File: config.mk
export PLATFORM = sky130hd
export DESIGN_NAME = epoc_top
export DESIGN_NICKNAME = d
export VERILOG_FILES = /design/src/inc/epoc_pkg.sv /design/src/logic/epoc_top.sv
export VERILOG_INCLUDE_DIRS = /design/src /design/src/inc
export SDC_FILE = /design/constraint.sdc
export NUM_CORES = 1
export LEC_CHECK = 0
export BUFFER_PORTS_ARGS = -buffer_cell sky130_fd_sc_hd__buf_2
export CORE_MARGIN = 4
export CORE_UTILIZATION = 56
export DETAILED_ROUTE_END_ITERATION = 10
export PLACE_DENSITY_LB_ADDON = 0.25
export SETUP_SLACK_MARGIN = 0.15
export SLEW_MARGIN = 0
export SYNTH_ARGS = -nofsm -noshare
export SYNTH_HDL_FRONTEND = slang
export SYNTH_SLANG_ARGS = --single-unit
File: constraint.sdc
create_clock -name CLK_IN -period 7.6 [get_ports CLK_IN]
set_clock_uncertainty 0.1 [all_clocks]
set_input_delay 0.76 -clock CLK_IN [delete_from_list [all_inputs] [get_ports CLK_IN]]
set_output_delay 0.76 -clock CLK_IN [all_outputs]
set_load 0.02 [all_outputs]
File: src/inc/epoc_map.svh
// register offsets, field positions, reset values and timing for the pulse output config bank
`ifndef EPOC_MAP_SVH
`define EPOC_MAP_SVH

`define EPOC_ADDR_PULSE_WIDTH 12'h425
`define EPOC_ADDR_TRIM 12'h471
`define EPOC_ADDR_CONFIG_ONE 12'h481
`define EPOC_ADDR_PULSE_MODE 12'h490
`define EPOC_ADDR_ACCUM_MODE 12'h492

`define EPOC_PWC_SECOND_LT 20
`define EPOC_PWC_FIRST_LT 19
`define EPOC_PWC_WMASK 32'h001FFFFF
`define EPOC_PWC_RESET 32'h00000000

`define EPOC_CFG1_EXTERNAL_REF 15
`define EPOC_CFG1_DIP_MODE 14
`define EPOC_CFG1_BURST 11
`define EPOC_CFG1_SETTLE_HI 9
`define EPOC_CFG1_SETTLE_LO 8
`define EPOC_CFG1_ACC_CLR 5
`define EPOC_CFG1_ZERO_CROSS_ROUTE 2
`define EPOC_CFG1_DRDY_ROUTE 1
`define EPOC_CFG1_SOFT_RESET 0
`define EPOC_CFG1_WMASK 16'hCB06
`define EPOC_CFG1_RESET 16'h0300

`define EPOC_MODE_SECOND_DIS 7
`define EPOC_MODE_FIRST_DIS 6
`define EPOC_MODE_WMASK 16'h00FF
`define EPOC_MODE_RESET 16'h0000

`define EPOC_ACC_FREQ 4
`define EPOC_ACC_WMASK 16'h001F
`define EPOC_ACC_RESET 16'h0000

`define EPOC_CMD_READ_BIT 3
`define EPOC_CRC_POLY 16'h1021
`define EPOC_CRC_INIT 16'hFFFF

`define EPOC_FIXED_PULSE_MS 80
`define EPOC_CLK_HZ 10000000

`endif

File: src/inc/epoc_pkg.sv
// types shared by the pulse output config bank
package epoc_pkg;
   typedef enum logic [4:0] {
      EPOC_IDLE = 5'b00001,
      EPOC_CMD = 5'b00010,
      EPOC_WR = 5'b00100,
      EPOC_RD = 5'b01000,
      EPOC_CRC = 5'b10000
   } epoc_spi_e;
   typedef logic [11:0] epoc_addr_t;
   typedef logic [1:0] epoc_accum_t;
   typedef logic [2:0] epoc_etype_t;
endpackage

File: src/logic/epoc_top.sv
// energy pulse output configuration registers with spi access and pulse generators
// Contract
// - second long bit: width from timer field
// - long bit clear: fixed 80 ms low
// - first long bit governs first output
// - 19-bit timer sets long pulse width
// - read-only temperature offset and gain trim
// - dip/swell irq repeated or entry/exit
// - burst reads enabled, crc dropped
// - accumulator clear bit pulses, self clears
// - zero crossing routed to second pin
// - sample ready routed to second pin
// - soft reset bit starts reset, clears
// - second disable holds pin high unless a route bit is set
// - disabled output sets no status flag
// - first disable likewise, holds pin high
// - second energy type select field
// - first energy type, same encoding
// - line frequency select 50/60 Hz
// - reactive accumulation mode field
// - active accumulation mode field
// - pulse counted at pin falling edge
`timescale 1ns/100ps
`include "epoc_map.svh"

module epoc_top #(
   parameter int FIXED_PULSE_CYC = `EPOC_FIXED_PULSE_MS * (`EPOC_CLK_HZ / 1000)
) (
   // clock, reset, enable
   input wire logic CLK_IN,
   input wire logic RST_IN,
   input wire logic CE_IN,
   // spi pins
   input wire logic SCLK_IN,
   input wire logic CS_N_IN,
   input wire logic MOSI_IN,
   output logic MISO_OUT,
   output logic MISO_OE_OUT,
   // metrology events
   input wire logic FIRST_PULSE_EVT_IN,
   input wire logic SECOND_PULSE_EVT_IN,
   input wire logic ZERO_CROSS_IN,
   input wire logic SAMPLE_READY_IN,
   input wire logic DIP_SWELL_ACTIVE_IN,
   input wire logic DIP_SWELL_CYCLE_IN,
   // trim values
   input wire logic [15:0] TRIM_OFFSET_IN,
   input wire logic [15:0] TRIM_GAIN_IN,
   // pulse pins and status
   output logic FIRST_PULSE_PIN_OUT,
   output logic SECOND_PULSE_PIN_OUT,
   output logic FIRST_PULSE_STATUS_OUT,
   output logic SECOND_PULSE_STATUS_OUT,
   output logic DIP_SWELL_IRQ_OUT,
   // configuration to metrology
   output epoc_pkg::epoc_etype_t FIRST_ENERGY_TYPE_OUT,
   output epoc_pkg::epoc_etype_t SECOND_ENERGY_TYPE_OUT,
   output epoc_pkg::epoc_accum_t ACTIVE_ACCUM_MODE_OUT,
   output epoc_pkg::epoc_accum_t REACTIVE_ACCUM_MODE_OUT,
   output logic LINE_FREQ_60HZ_OUT,
   output logic EXTERNAL_REF_SEL_OUT,
   output logic [1:0] POWER_SETTLE_TIME_OUT,
   output logic ACCUM_CLEAR_OUT,
   output logic SOFT_RESET_OUT
);
   import epoc_pkg::*;

   localparam logic [19:0] FIXED_W = 20'(FIXED_PULSE_CYC);

   logic [2:0] sclk_s_r;
   logic [2:0] cs_s_r;
   logic [2:0] mosi_s_r;
   logic sclk_st_r;
   logic sclk_prev_r;
   logic cs_st_r;
   logic mosi_st_r;
   logic sclk_rise;
   logic sclk_fall;

   epoc_spi_e spi_state_r;
   logic [5:0] bit_cnt_r;
   epoc_addr_t addr_r;
   logic [15:0] cmd_sh_r;
   logic [31:0] rx_sh_r;
   logic [31:0] tx_sh_r;
   logic [15:0] crc_r;
   logic miso_r;
   logic miso_oe_r;
   logic wr_stb_r;
   epoc_addr_t wr_addr_r;
   logic [31:0] wr_data_r;

   logic [31:0] pwc_r;
   logic [15:0] cfg1_r;
   logic [15:0] mode_r;
   logic [15:0] acc_r;
   logic acc_clr_r;
   logic sw_rst_r;

   logic first_pin_r;
   logic second_pin_r;
   logic first_stat_r;
   logic second_stat_r;
   logic dip_irq_r;
   logic dip_prev_r;

   logic [1:0] pulse_evt;
   logic [1:0] pulse_dis;
   logic [1:0] pulse_long;
   logic [1:0] pulse_low;
   logic [1:0] pulse_start;

   // register width in bits for a given address
   function automatic logic [5:0] reg_width(input epoc_addr_t a);
      if (a == `EPOC_ADDR_PULSE_WIDTH || a == `EPOC_ADDR_TRIM)
         return 6'h20;
      return 6'h10;
   endfunction

   // read value, left aligned; self clearing bits and reserved bits read zero
   function automatic logic [31:0] read_word(input epoc_addr_t a);
      case (a)
         `EPOC_ADDR_PULSE_WIDTH: return pwc_r & `EPOC_PWC_WMASK;
         `EPOC_ADDR_TRIM: return {TRIM_OFFSET_IN, TRIM_GAIN_IN};
         `EPOC_ADDR_CONFIG_ONE: return {cfg1_r & `EPOC_CFG1_WMASK, 16'h0000};
         `EPOC_ADDR_PULSE_MODE: return {mode_r & `EPOC_MODE_WMASK, 16'h0000};
         `EPOC_ADDR_ACCUM_MODE: return {acc_r & `EPOC_ACC_WMASK, 16'h0000};
         default: return 32'h00000000;
      endcase
   endfunction

   // pin synchronisers, a level counts once stages two and three agree
   always_ff @(posedge CLK_IN or posedge RST_IN)
   begin
      if (RST_IN)
      begin
         sclk_s_r <= 3'h7;
         cs_s_r <= 3'h7;
         mosi_s_r <= 3'h0;
         sclk_st_r <= 1'b1;
         sclk_prev_r <= 1'b1;
         cs_st_r <= 1'b1;
         mosi_st_r <= 1'b0;
      end
      else if (CE_IN)
      begin
         sclk_s_r <= {sclk_s_r[1:0], SCLK_IN};
         cs_s_r <= {cs_s_r[1:0], CS_N_IN};
         mosi_s_r <= {mosi_s_r[1:0], MOSI_IN};
         if (sclk_s_r[1] == sclk_s_r[2])
            sclk_st_r <= sclk_s_r[2];
         if (cs_s_r[1] == cs_s_r[2])
            cs_st_r <= cs_s_r[2];
         if (mosi_s_r[1] == mosi_s_r[2])
            mosi_st_r <= mosi_s_r[2];
         sclk_prev_r <= sclk_st_r;
      end
   end

   assign sclk_rise = sclk_st_r & ~sclk_prev_r & ~cs_st_r;
   assign sclk_fall = ~sclk_st_r & sclk_prev_r & ~cs_st_r;

   // spi slave: 16-bit command, then 16 or 32 data bits, crc on non-burst reads
   always_ff @(posedge CLK_IN or posedge RST_IN)
   begin
      if (RST_IN)
      begin
         spi_state_r <= EPOC_IDLE;
         bit_cnt_r <= 6'h00;
         addr_r <= 12'h000;
         cmd_sh_r <= 16'h0000;
         rx_sh_r <= 32'h00000000;
         tx_sh_r <= 32'h00000000;
         crc_r <= `EPOC_CRC_INIT;
         miso_r <= 1'b0;
         miso_oe_r <= 1'b0;
         wr_stb_r <= 1'b0;
         wr_addr_r <= 12'h000;
         wr_data_r <= 32'h00000000;
      end
      else if (CE_IN)
      begin
         wr_stb_r <= 1'b0;
         miso_oe_r <= ~cs_st_r;
         if (cs_st_r)
         begin
            spi_state_r <= EPOC_CMD;
            bit_cnt_r <= 6'h00;
            miso_r <= 1'b0;
         end
         else if (sclk_rise)
         begin
            bit_cnt_r <= bit_cnt_r + 6'h01;
            case (spi_state_r)
               EPOC_CMD:
               begin
                  cmd_sh_r <= {cmd_sh_r[14:0], mosi_st_r};
                  if (bit_cnt_r == 6'h0F)
                  begin
                     addr_r <= cmd_sh_r[14:3];
                     bit_cnt_r <= 6'h00;
                     if (cmd_sh_r[`EPOC_CMD_READ_BIT - 1])
                     begin
                        spi_state_r <= EPOC_RD;
                        tx_sh_r <= read_word(cmd_sh_r[14:3]);
                        crc_r <= `EPOC_CRC_INIT;
                     end
                     else
                        spi_state_r <= EPOC_WR;
                  end
               end
               EPOC_WR:
               begin
                  rx_sh_r <= {rx_sh_r[30:0], mosi_st_r};
                  if (bit_cnt_r == reg_width(addr_r) - 6'h01)
                  begin
                     wr_stb_r <= 1'b1;
                     wr_addr_r <= addr_r;
                     wr_data_r <= {rx_sh_r[30:0], mosi_st_r};
                     spi_state_r <= EPOC_IDLE;
                  end
               end
               EPOC_RD:
               begin
                  if (bit_cnt_r == reg_width(addr_r) - 6'h01)
                  begin
                     bit_cnt_r <= 6'h00;
                     if (cfg1_r[`EPOC_CFG1_BURST])
                     begin
                        addr_r <= addr_r + 12'h001;
                        tx_sh_r <= read_word(addr_r + 12'h001);
                     end
                     else
                     begin
                        spi_state_r <= EPOC_CRC;
                        tx_sh_r <= {crc_r, 16'h0000};
                     end
                  end
               end
               EPOC_CRC:
               begin
                  if (bit_cnt_r == 6'h0F)
                     spi_state_r <= EPOC_IDLE;
               end
               default:
                  bit_cnt_r <= bit_cnt_r;
            endcase
         end
         else if (sclk_fall && (spi_state_r == EPOC_RD || spi_state_r == EPOC_CRC))
         begin
            miso_r <= tx_sh_r[31];
            tx_sh_r <= {tx_sh_r[30:0], 1'b0};
            if (spi_state_r == EPOC_RD)
               crc_r <= {crc_r[14:0], 1'b0} ^ ((crc_r[15] ^ tx_sh_r[31]) ? `EPOC_CRC_POLY : 16'h0000);
         end
      end
   end

   // configuration registers
   always_ff @(posedge CLK_IN or posedge RST_IN)
   begin
      if (RST_IN)
      begin
         pwc_r <= `EPOC_PWC_RESET;
         cfg1_r <= `EPOC_CFG1_RESET;
         mode_r <= `EPOC_MODE_RESET;
         acc_r <= `EPOC_ACC_RESET;
         acc_clr_r <= 1'b0;
         sw_rst_r <= 1'b0;
      end
      else if (CE_IN)
      begin
         acc_clr_r <= 1'b0;
         sw_rst_r <= 1'b0;
         if (sw_rst_r)
         begin
            pwc_r <= `EPOC_PWC_RESET;
            cfg1_r <= `EPOC_CFG1_RESET;
            mode_r <= `EPOC_MODE_RESET;
            acc_r <= `EPOC_ACC_RESET;
         end
         else if (wr_stb_r)
         begin
            case (wr_addr_r)
               `EPOC_ADDR_PULSE_WIDTH: pwc_r <= wr_data_r & `EPOC_PWC_WMASK;
               `EPOC_ADDR_CONFIG_ONE:
               begin
                  cfg1_r <= wr_data_r[15:0] & `EPOC_CFG1_WMASK;
                  acc_clr_r <= wr_data_r[`EPOC_CFG1_ACC_CLR];
                  sw_rst_r <= wr_data_r[`EPOC_CFG1_SOFT_RESET];
               end
               `EPOC_ADDR_PULSE_MODE: mode_r <= wr_data_r[15:0] & `EPOC_MODE_WMASK;
               `EPOC_ADDR_ACCUM_MODE: acc_r <= wr_data_r[15:0] & `EPOC_ACC_WMASK;
               default: pwc_r <= pwc_r;
            endcase
         end
      end
   end

   assign pulse_evt = {SECOND_PULSE_EVT_IN, FIRST_PULSE_EVT_IN};
   assign pulse_dis = {mode_r[`EPOC_MODE_SECOND_DIS], mode_r[`EPOC_MODE_FIRST_DIS]};
   assign pulse_long = {pwc_r[`EPOC_PWC_SECOND_LT], pwc_r[`EPOC_PWC_FIRST_LT]};

   // one active-low pulse generator per output
   for (genvar g = 0; g < 2; g++)
   begin : ch
      logic low_r;
      logic pend_r;
      logic start_r;
      logic [19:0] cnt_r;
      logic [19:0] width;

      assign width = pulse_long[g] ? ((pwc_r[18:0] == 19'h00000) ? 20'h00001 : {1'b0, pwc_r[18:0]}) : FIXED_W;
      assign pulse_low[g] = low_r;
      assign pulse_start[g] = start_r;

      always_ff @(posedge CLK_IN or posedge RST_IN)
      begin
         if (RST_IN)
         begin
            low_r <= 1'b0;
            pend_r <= 1'b0;
            start_r <= 1'b0;
            cnt_r <= 20'h00000;
         end
         else if (CE_IN)
         begin
            start_r <= 1'b0;
            if (sw_rst_r || acc_clr_r)
            begin
               low_r <= 1'b0;
               pend_r <= 1'b0;
               cnt_r <= 20'h00000;
            end
            else if (low_r)
            begin
               // a new pulse cuts the current one short
               if (pulse_evt[g])
               begin
                  low_r <= 1'b0;
                  pend_r <= 1'b1;
               end
               else if (cnt_r <= 20'h00001)
                  low_r <= 1'b0;
               else
                  cnt_r <= cnt_r - 20'h00001;
            end
            else if (pulse_dis[g])
               pend_r <= 1'b0;
            else if (pulse_evt[g] || pend_r)
            begin
               low_r <= 1'b1;
               pend_r <= 1'b0;
               start_r <= 1'b1;
               cnt_r <= width;
            end
         end
      end
   end

   // pins and status flags, aligned to the falling edge
   always_ff @(posedge CLK_IN or posedge RST_IN)
   begin
      if (RST_IN)
      begin
         first_pin_r <= 1'b1;
         second_pin_r <= 1'b1;
         first_stat_r <= 1'b0;
         second_stat_r <= 1'b0;
      end
      else if (CE_IN)
      begin
         first_pin_r <= pulse_dis[0] | ~pulse_low[0];
         if (cfg1_r[`EPOC_CFG1_ZERO_CROSS_ROUTE])
            second_pin_r <= ZERO_CROSS_IN;
         else if (cfg1_r[`EPOC_CFG1_DRDY_ROUTE])
            second_pin_r <= SAMPLE_READY_IN;
         else
            second_pin_r <= pulse_dis[1] | ~pulse_low[1];
         first_stat_r <= pulse_start[0];
         second_stat_r <= pulse_start[1];
      end
   end

   // dip/swell interrupt style
   always_ff @(posedge CLK_IN or posedge RST_IN)
   begin
      if (RST_IN)
      begin
         dip_irq_r <= 1'b0;
         dip_prev_r <= 1'b0;
      end
      else if (CE_IN)
      begin
         dip_prev_r <= DIP_SWELL_ACTIVE_IN;
         if (cfg1_r[`EPOC_CFG1_DIP_MODE])
            dip_irq_r <= DIP_SWELL_ACTIVE_IN ^ dip_prev_r;
         else
            dip_irq_r <= DIP_SWELL_ACTIVE_IN & DIP_SWELL_CYCLE_IN;
      end
   end

   assign MISO_OUT = miso_r;
   assign MISO_OE_OUT = miso_oe_r;
   assign FIRST_PULSE_PIN_OUT = first_pin_r;
   assign SECOND_PULSE_PIN_OUT = second_pin_r;
   assign FIRST_PULSE_STATUS_OUT = first_stat_r;
   assign SECOND_PULSE_STATUS_OUT = second_stat_r;
   assign DIP_SWELL_IRQ_OUT = dip_irq_r;
   assign SECOND_ENERGY_TYPE_OUT = mode_r[5:3];
   assign FIRST_ENERGY_TYPE_OUT = mode_r[2:0];
   assign REACTIVE_ACCUM_MODE_OUT = acc_r[3:2];
   assign ACTIVE_ACCUM_MODE_OUT = acc_r[1:0];
   assign LINE_FREQ_60HZ_OUT = acc_r[`EPOC_ACC_FREQ];
   assign EXTERNAL_REF_SEL_OUT = cfg1_r[`EPOC_CFG1_EXTERNAL_REF];
   assign POWER_SETTLE_TIME_OUT = cfg1_r[`EPOC_CFG1_SETTLE_HI:`EPOC_CFG1_SETTLE_LO];
   assign ACCUM_CLEAR_OUT = acc_clr_r;
   assign SOFT_RESET_OUT = sw_rst_r;

endmodule // epoc_top

# [Yosys cells after proc, flatten, opt, wreduce, memory -nomap -nowiden]
# Index checks and enable logic that the tools add are counted.
[classes] n_reduce_logical=44 magnitude_cmp=2 muxes=123 addsub=6 bitwise_logic=15 eq_ne=50
[op_table] cell="$pmux W32 S5" count=2
[op_table] cell="$mux W20" count=14
[op_table] cell="$eq A12 B11 Y1 const B" count=16
[op_table] cell="$mux W32" count=6
[op_table] cell="$mux W16" count=9
[op_table] cell="$mux W6" count=15
[op_table] cell="$pmux W32 S2" count=1
[op_table] cell="$mux W21" count=3
[op_table] cell="$mux W1" count=51
[op_table] cell="$mux W5" count=10
[op_table] cell="$le A20 B1 Y1 const B" count=2
[op_table] cell="$sub A20 B1 Y20 const B" count=2
[op_table] cell="$mux W12" count=3
[op_table] cell="$ne A3 B3 Y1 const B" count=10
[op_table] cell="$mux W8" count=3
[op_table] cell="$pmux W12 S2" count=1
[op_table] cell="$reduce_and A3 Y1" count=8
[op_table] cell="$reduce_and A7 Y1" count=3
[op_table] cell="$pmux W5 S4" count=1
[op_table] cell="$reduce_bool A2 Y1" count=10
[op_table] cell="$logic_not A19 Y1" count=1
[op_table] cell="$mux W19" count=1
[op_table] cell="$pmux W6 S3" count=1
[op_table] cell="$xor A16 B13 Y16" count=1
[op_table] cell="30 further kinds" count=66
[word_totals] input_bits=44 reg_bits=259 out_inout_bits=23 word_cells=279

# [Depth between registers and ports, before layout]
[logic_depth] depth_word=18 mapped_depth=10 mapped_depth_nobuf=8

# [Least setup slack after synthesis]
# No wires, ideal clock.
[synth_timing] kind="reg-to-reg" from="reg spi_state_r[4]" to="reg tx_sh_r[10]" setup_ps=128 path_slack_ps=4862 t_arrival_ps=2510 synth_period_minus_slack_ps=2738 path_buffers=3 required_ps=7372 stages_incl_launch_ff=10 cell_sequence="dfrtp_1 > or4b_4 > or2_1 > clkbuf_1 > a31o_1 > buf_2 > a21oi_4 > buf_2 > mux2i_1 > o31ai_2"
[synth_between] elab_chain_len=5 elab_cells_between_ends=13 classes_between="7 x eq/ne; 2 x mux; 4 x reduce/logical"
[synth_rtl] element="from (decl)" line="epoc_top.sv:80" text="epoc_spi_e spi_state_r;"
[synth_rtl] element="from (signal assigned)" line="epoc_top.sv:168" text="spi_state_r <= EPOC_IDLE;"
[synth_rtl] element="from (signal assigned)" line="epoc_top.sv:187" text="spi_state_r <= EPOC_CMD;"
[synth_rtl] element="from (signal assigned)" line="epoc_top.sv:204" text="spi_state_r <= EPOC_RD;"
[synth_rtl] element="$eq A5 B4 Y1 or $eq A5 B5 Y1 (tied branches)" line="epoc_top.sv:194, epoc_top.sv:249"
[synth_rtl] element="$logic_or A1 B1 Y1" line="epoc_top.sv:249" text="else if (sclk_fall && (spi_state_r == EPOC_RD || spi_state_r == EPOC_CRC))"
[synth_rtl] element="$logic_and A1 B1 Y1" line="epoc_top.sv:249"
[synth_rtl] element="$reduce_bool A2 Y1 (no source line)"
[synth_rtl] element="$reduce_and A7 Y1 (no source line)"
[synth_rtl] element="to (signal assigned)" line="epoc_top.sv:231" text="tx_sh_r <= read_word(addr_r + 12'h001);"
[synth_rtl] element="to (signal assigned)" line="epoc_top.sv:236" text="tx_sh_r <= {crc_r, 16'h0000};"
[synth_rtl] element="to (signal assigned)" line="epoc_top.sv:252" text="tx_sh_r <= {tx_sh_r[30:0], 1'b0};"
[synth_rtl] element="to (decl)" line="epoc_top.sv:85" text="logic [31:0] tx_sh_r;"
# Parallel ways exist; a longest one is shown, timed or not.
# A chain may end at the register's enable or synchronous reset.

# [Worst setup path in the final report]
[layout_timing] from="reg addr_r[0]" to="reg tx_sh_r[12]"
[layout_between] elab_chain_len=16 elab_cells_between_ends=28 classes_between="2 x add/sub; 9 x eq/ne; 15 x mux; 2 x reduce/logical"
[layout_rtl] element="from (decl)" line="epoc_top.sv:82" text="epoc_addr_t addr_r;"
[layout_rtl] element="from (signal assigned)" line="epoc_top.sv:200" text="addr_r <= cmd_sh_r[14:3];"
[layout_rtl] element="from (signal assigned)" line="epoc_top.sv:230" text="addr_r <= addr_r + 12'h001;"
[layout_rtl] element="$eq A12 B11 Y1 (no source line)"
[layout_rtl] element="$logic_or A1 B1 Y1 (no source line)"
[layout_rtl] element="$mux W1" line="epoc_top.sv:115" text="if (a == `EPOC_ADDR_PULSE_WIDTH || a == `EPOC_ADDR_TRIM)"
[layout_rtl] element="$mux W1" line="epoc_top.sv:194" text="case (spi_state_r)"
[layout_rtl] element="$mux W1" line="epoc_top.sv:191" text="else if (sclk_rise)"
[layout_rtl] element="$mux W1" line="epoc_top.sv:185" text="if (cs_st_r)"
[layout_rtl] element="$mux W1" line="epoc_top.sv:181" text="else if (CE_IN)"
[layout_rtl] element="$mux W6" line="epoc_top.sv:117" text="return 6'h10;"
[layout_rtl] element="$mux W6" line="epoc_top.sv:194"
[layout_rtl] element="$mux W6" line="epoc_top.sv:191"
[layout_rtl] element="$mux W6" line="epoc_top.sv:185"
[layout_rtl] element="$mux W6" line="epoc_top.sv:181"
[layout_rtl] element="$sub A6 B1 Y6" line="epoc_top.sv:225" text="if (bit_cnt_r == reg_width(addr_r) - 6'h01)"
[layout_rtl] element="$eq A6 B6 Y1" line="epoc_top.sv:225"
[layout_rtl] element="$ne A3 B3 Y1 (no source line)"
[layout_rtl] element="$reduce_and A7 Y1 (no source line)"
# Parallel ways exist; a longest one is shown, timed or not. The select of a mux whose other input is x is not followed.

==> metrics.cfg <==
[layout]
nFillCells=2012
drive_above_1_share_pct=19.5
layout.nets=1474
finalInstanceArea_sq_mm=0.0150
area_growth_pct=10.1
final_common_cell=dfrtp_1
insertedDiodeCount=0
fin_cells=1762
mostFrequentLayoutCells=220 x dfrtp_1, 114 x nor2_1, 100 x nand2_1, 87 x a21oi_1, 84 x mux2_2

[placed_design]
place_inst=1712
place_congestion=0.944
placed_area_sq_mm=0.0141
hpwl_um=26300
port_buffers=66
place_ws_ns=3.96

[yosys]
synth.cell_area_sq_mm=0.0136
syn_nets=1459
synth_edf_count=0
syn-instance-count=1407
postSynthAreaPerCell_sq_um=9.66
yosysWarningCount=0
ys_async_sr_fraction_pct=100
synth-seq-area-share_pct=46.3
ys_ff_latch=250
yosysUniqueCellTypes=82
synthFlopType=dfrtp_1

[power_and_ir_drop]
vdd_ir_drop_max_mv=0.151
p_leak_nw=6.18
power_density_mw_per_mm2=276

[timing]
period_needed_ns=3.48
tightest_slew_ns=1.06
hold_viol=0
slew_violations=0
fmax_mhz=287
tns_ns=0
rsz0062_at_grt=false
timing.final.crit_share_pct=45.8
fin_hold_ws_ns=0.357
setup_viol=0
setup_ws_ns=4.12
maxSlewHeadroom_pct=29.1

[status]
status=complete, no violations

[clocking]
clock_latency_ns=0.54
clock-sinks=250
clkTransAtPathRegs_ns=0.06
cts_tree=built
numCtsBuffers=27
post_cts_buffers=0
cts-resized-gates=0
root_buffer=clkbuf_16
cts.path.max_buffers=3
hold_buffers=0
htreeDepth=1

[global_route]
grt_util_all_layers_pct=28.7
antenna_found_initial=0
first_global_vias=11000
grt_overflow=0
grt_pass1_wl_um=61700
grt_max_degree=185

[critical_path]
crit_type=reg -> reg
crit_required_ns=7.90
crit_fanout=18
end_kind=register
startpoint_type=register
arrival_ns=3.78

[die]
rows=56
io_pins=67
core_area_sq_mm=0.0237
die_width_um=164
die_h_um=164
dieArea_sq_mm=0.0268
start_util_pct=57.4

[min_path]
min_path_type=in -> reg

[job]
cap_viol_max_count=0

[route]
drcViolationCount=0
drt_iter0_drc=1286
ant_nets=0
wire_per_inst_um=22.1
routed_wl_um=38900
vias=11700
vias_per_cell=6.65
first_pass_iters=6

[sequential cells by signal, indices dropped and copies added (netlist names), 8 cells and up]
name       flops
addr_r        12
ch.cnt_r      40
cmd_sh_r      15
crc_r         16
mode_r         8
pwc_r         21
rx_sh_r       20
tx_sh_r       32
wr_addr_r     12
wr_data_r     21
[where the power goes]
group | total [mW] | switching, mW | internal, mW | leakage, nW
Clock | 1.27 | 0.539 | 0.734 | 0.421
Combinational | 1.05 | 0.629 | 0.422 | 2.53
Sequential | 1.80 | 0.234 | 1.56 | 3.23
[cell families (layout without fill, tap and decap cells)]
group,Yosys count,after routing,share of synthesized area [%]
and+or+nand+nor,444,444,16.6
AOI/OAI and AO/OA,442,442,22.4
DFF,250,250,46.3
buffers and inverters,140,176,4.26
muxes,104,104,8.44
xor gates and xnor gates,19,19,1.22
adders and majority gates,8,8,0.737
[metal layers]
layer / share of wire [%] / GRT usage (%) / up-vias
li1: - / - / 5323
met4: 3.9 / 10.3 / 0
met3: 8.9 / 5.17 / 104
met2: 43 / 42.1 / 569
met1: 44 / 43.0 / 5726
met5: 0 / 0 / -
[cells in the mapped netlist, types with 20 or more instances]
library cell,count,area [sq um]
a21oi_1,88,440
a22o_1,45,394
a22oi_1,37,278
a31oi_1,45,282
clkbuf_1,74,278
dfrtp_1,220,5510
dfstp_2,30,788
inv_1,37,139
mux2_2,84,946
mux2i_1,20,200
nand2_1,100,375
nand3_1,43,215
nor2_1,116,435
nor3_1,51,255
nor4_1,24,150
o21ai_0,83,415
[cell type report]
cell class | instances | area (sq um) | share of cell area [%]
clock buffers | 44 | 820 | 5.48
clock inverters | 6 | 36.3 | 0.243
inverters | 38 | 146 | 0.979
multi-input cells | 1017 | 6750 | 45.1
flip-flops and latches | 250 | 6290 | 42.1
well taps | 319 | 399 | 2.67
repair buffers | 88 | 508 | 3.40
[worst max-delay path: stages, from the launching register on]
cell and delay [ns]:
dfrtp_1 0.46, ha_1 0.52, nand3_1 0.26, o211a_1 0.30, a211oi_2 0.84, nor2_1 0.30
nand4_4 0.40, o31ai_1 0.15
[per-stage QoR]
stage                     utilization (%)  power [mW]
after floorplan                         -        2.57
after global placement               59.5        2.80
after detailed placement             59.5        2.84
after CTS                            63.1        4.12
after global routing                 63.1        4.35
final                                63.1        4.12
[worst paths after layout]
check	startpoint	endpoint	slack (ns)	cells after the start
max	addr_r[0]$_DFFE_PP0P_	tx_sh_r[12]$_DFFE_PP0P_	4.12	7
min	CS_N_IN	cs_s_r[0]$_DFFE_PP1P_	0.36	2
max reg2reg	addr_r[0]$_DFFE_PP0P_	tx_sh_r[12]$_DFFE_PP0P_	4.12	7
min reg2reg	FIRST_PULSE_PIN_OUT$_DFFE_PP1P_	FIRST_PULSE_PIN_OUT$_DFFE_PP1P_	0.37	2
max in group asynchronous	RST_IN	rx_sh_r[14]$_DFFE_PP0P_	6.25	3
min in group asynchronous	RST_IN	bit_cnt_r[1]$_DFFE_PP0P_	0.38	3
Note: power is estimated with default switching activity, not from simulation.
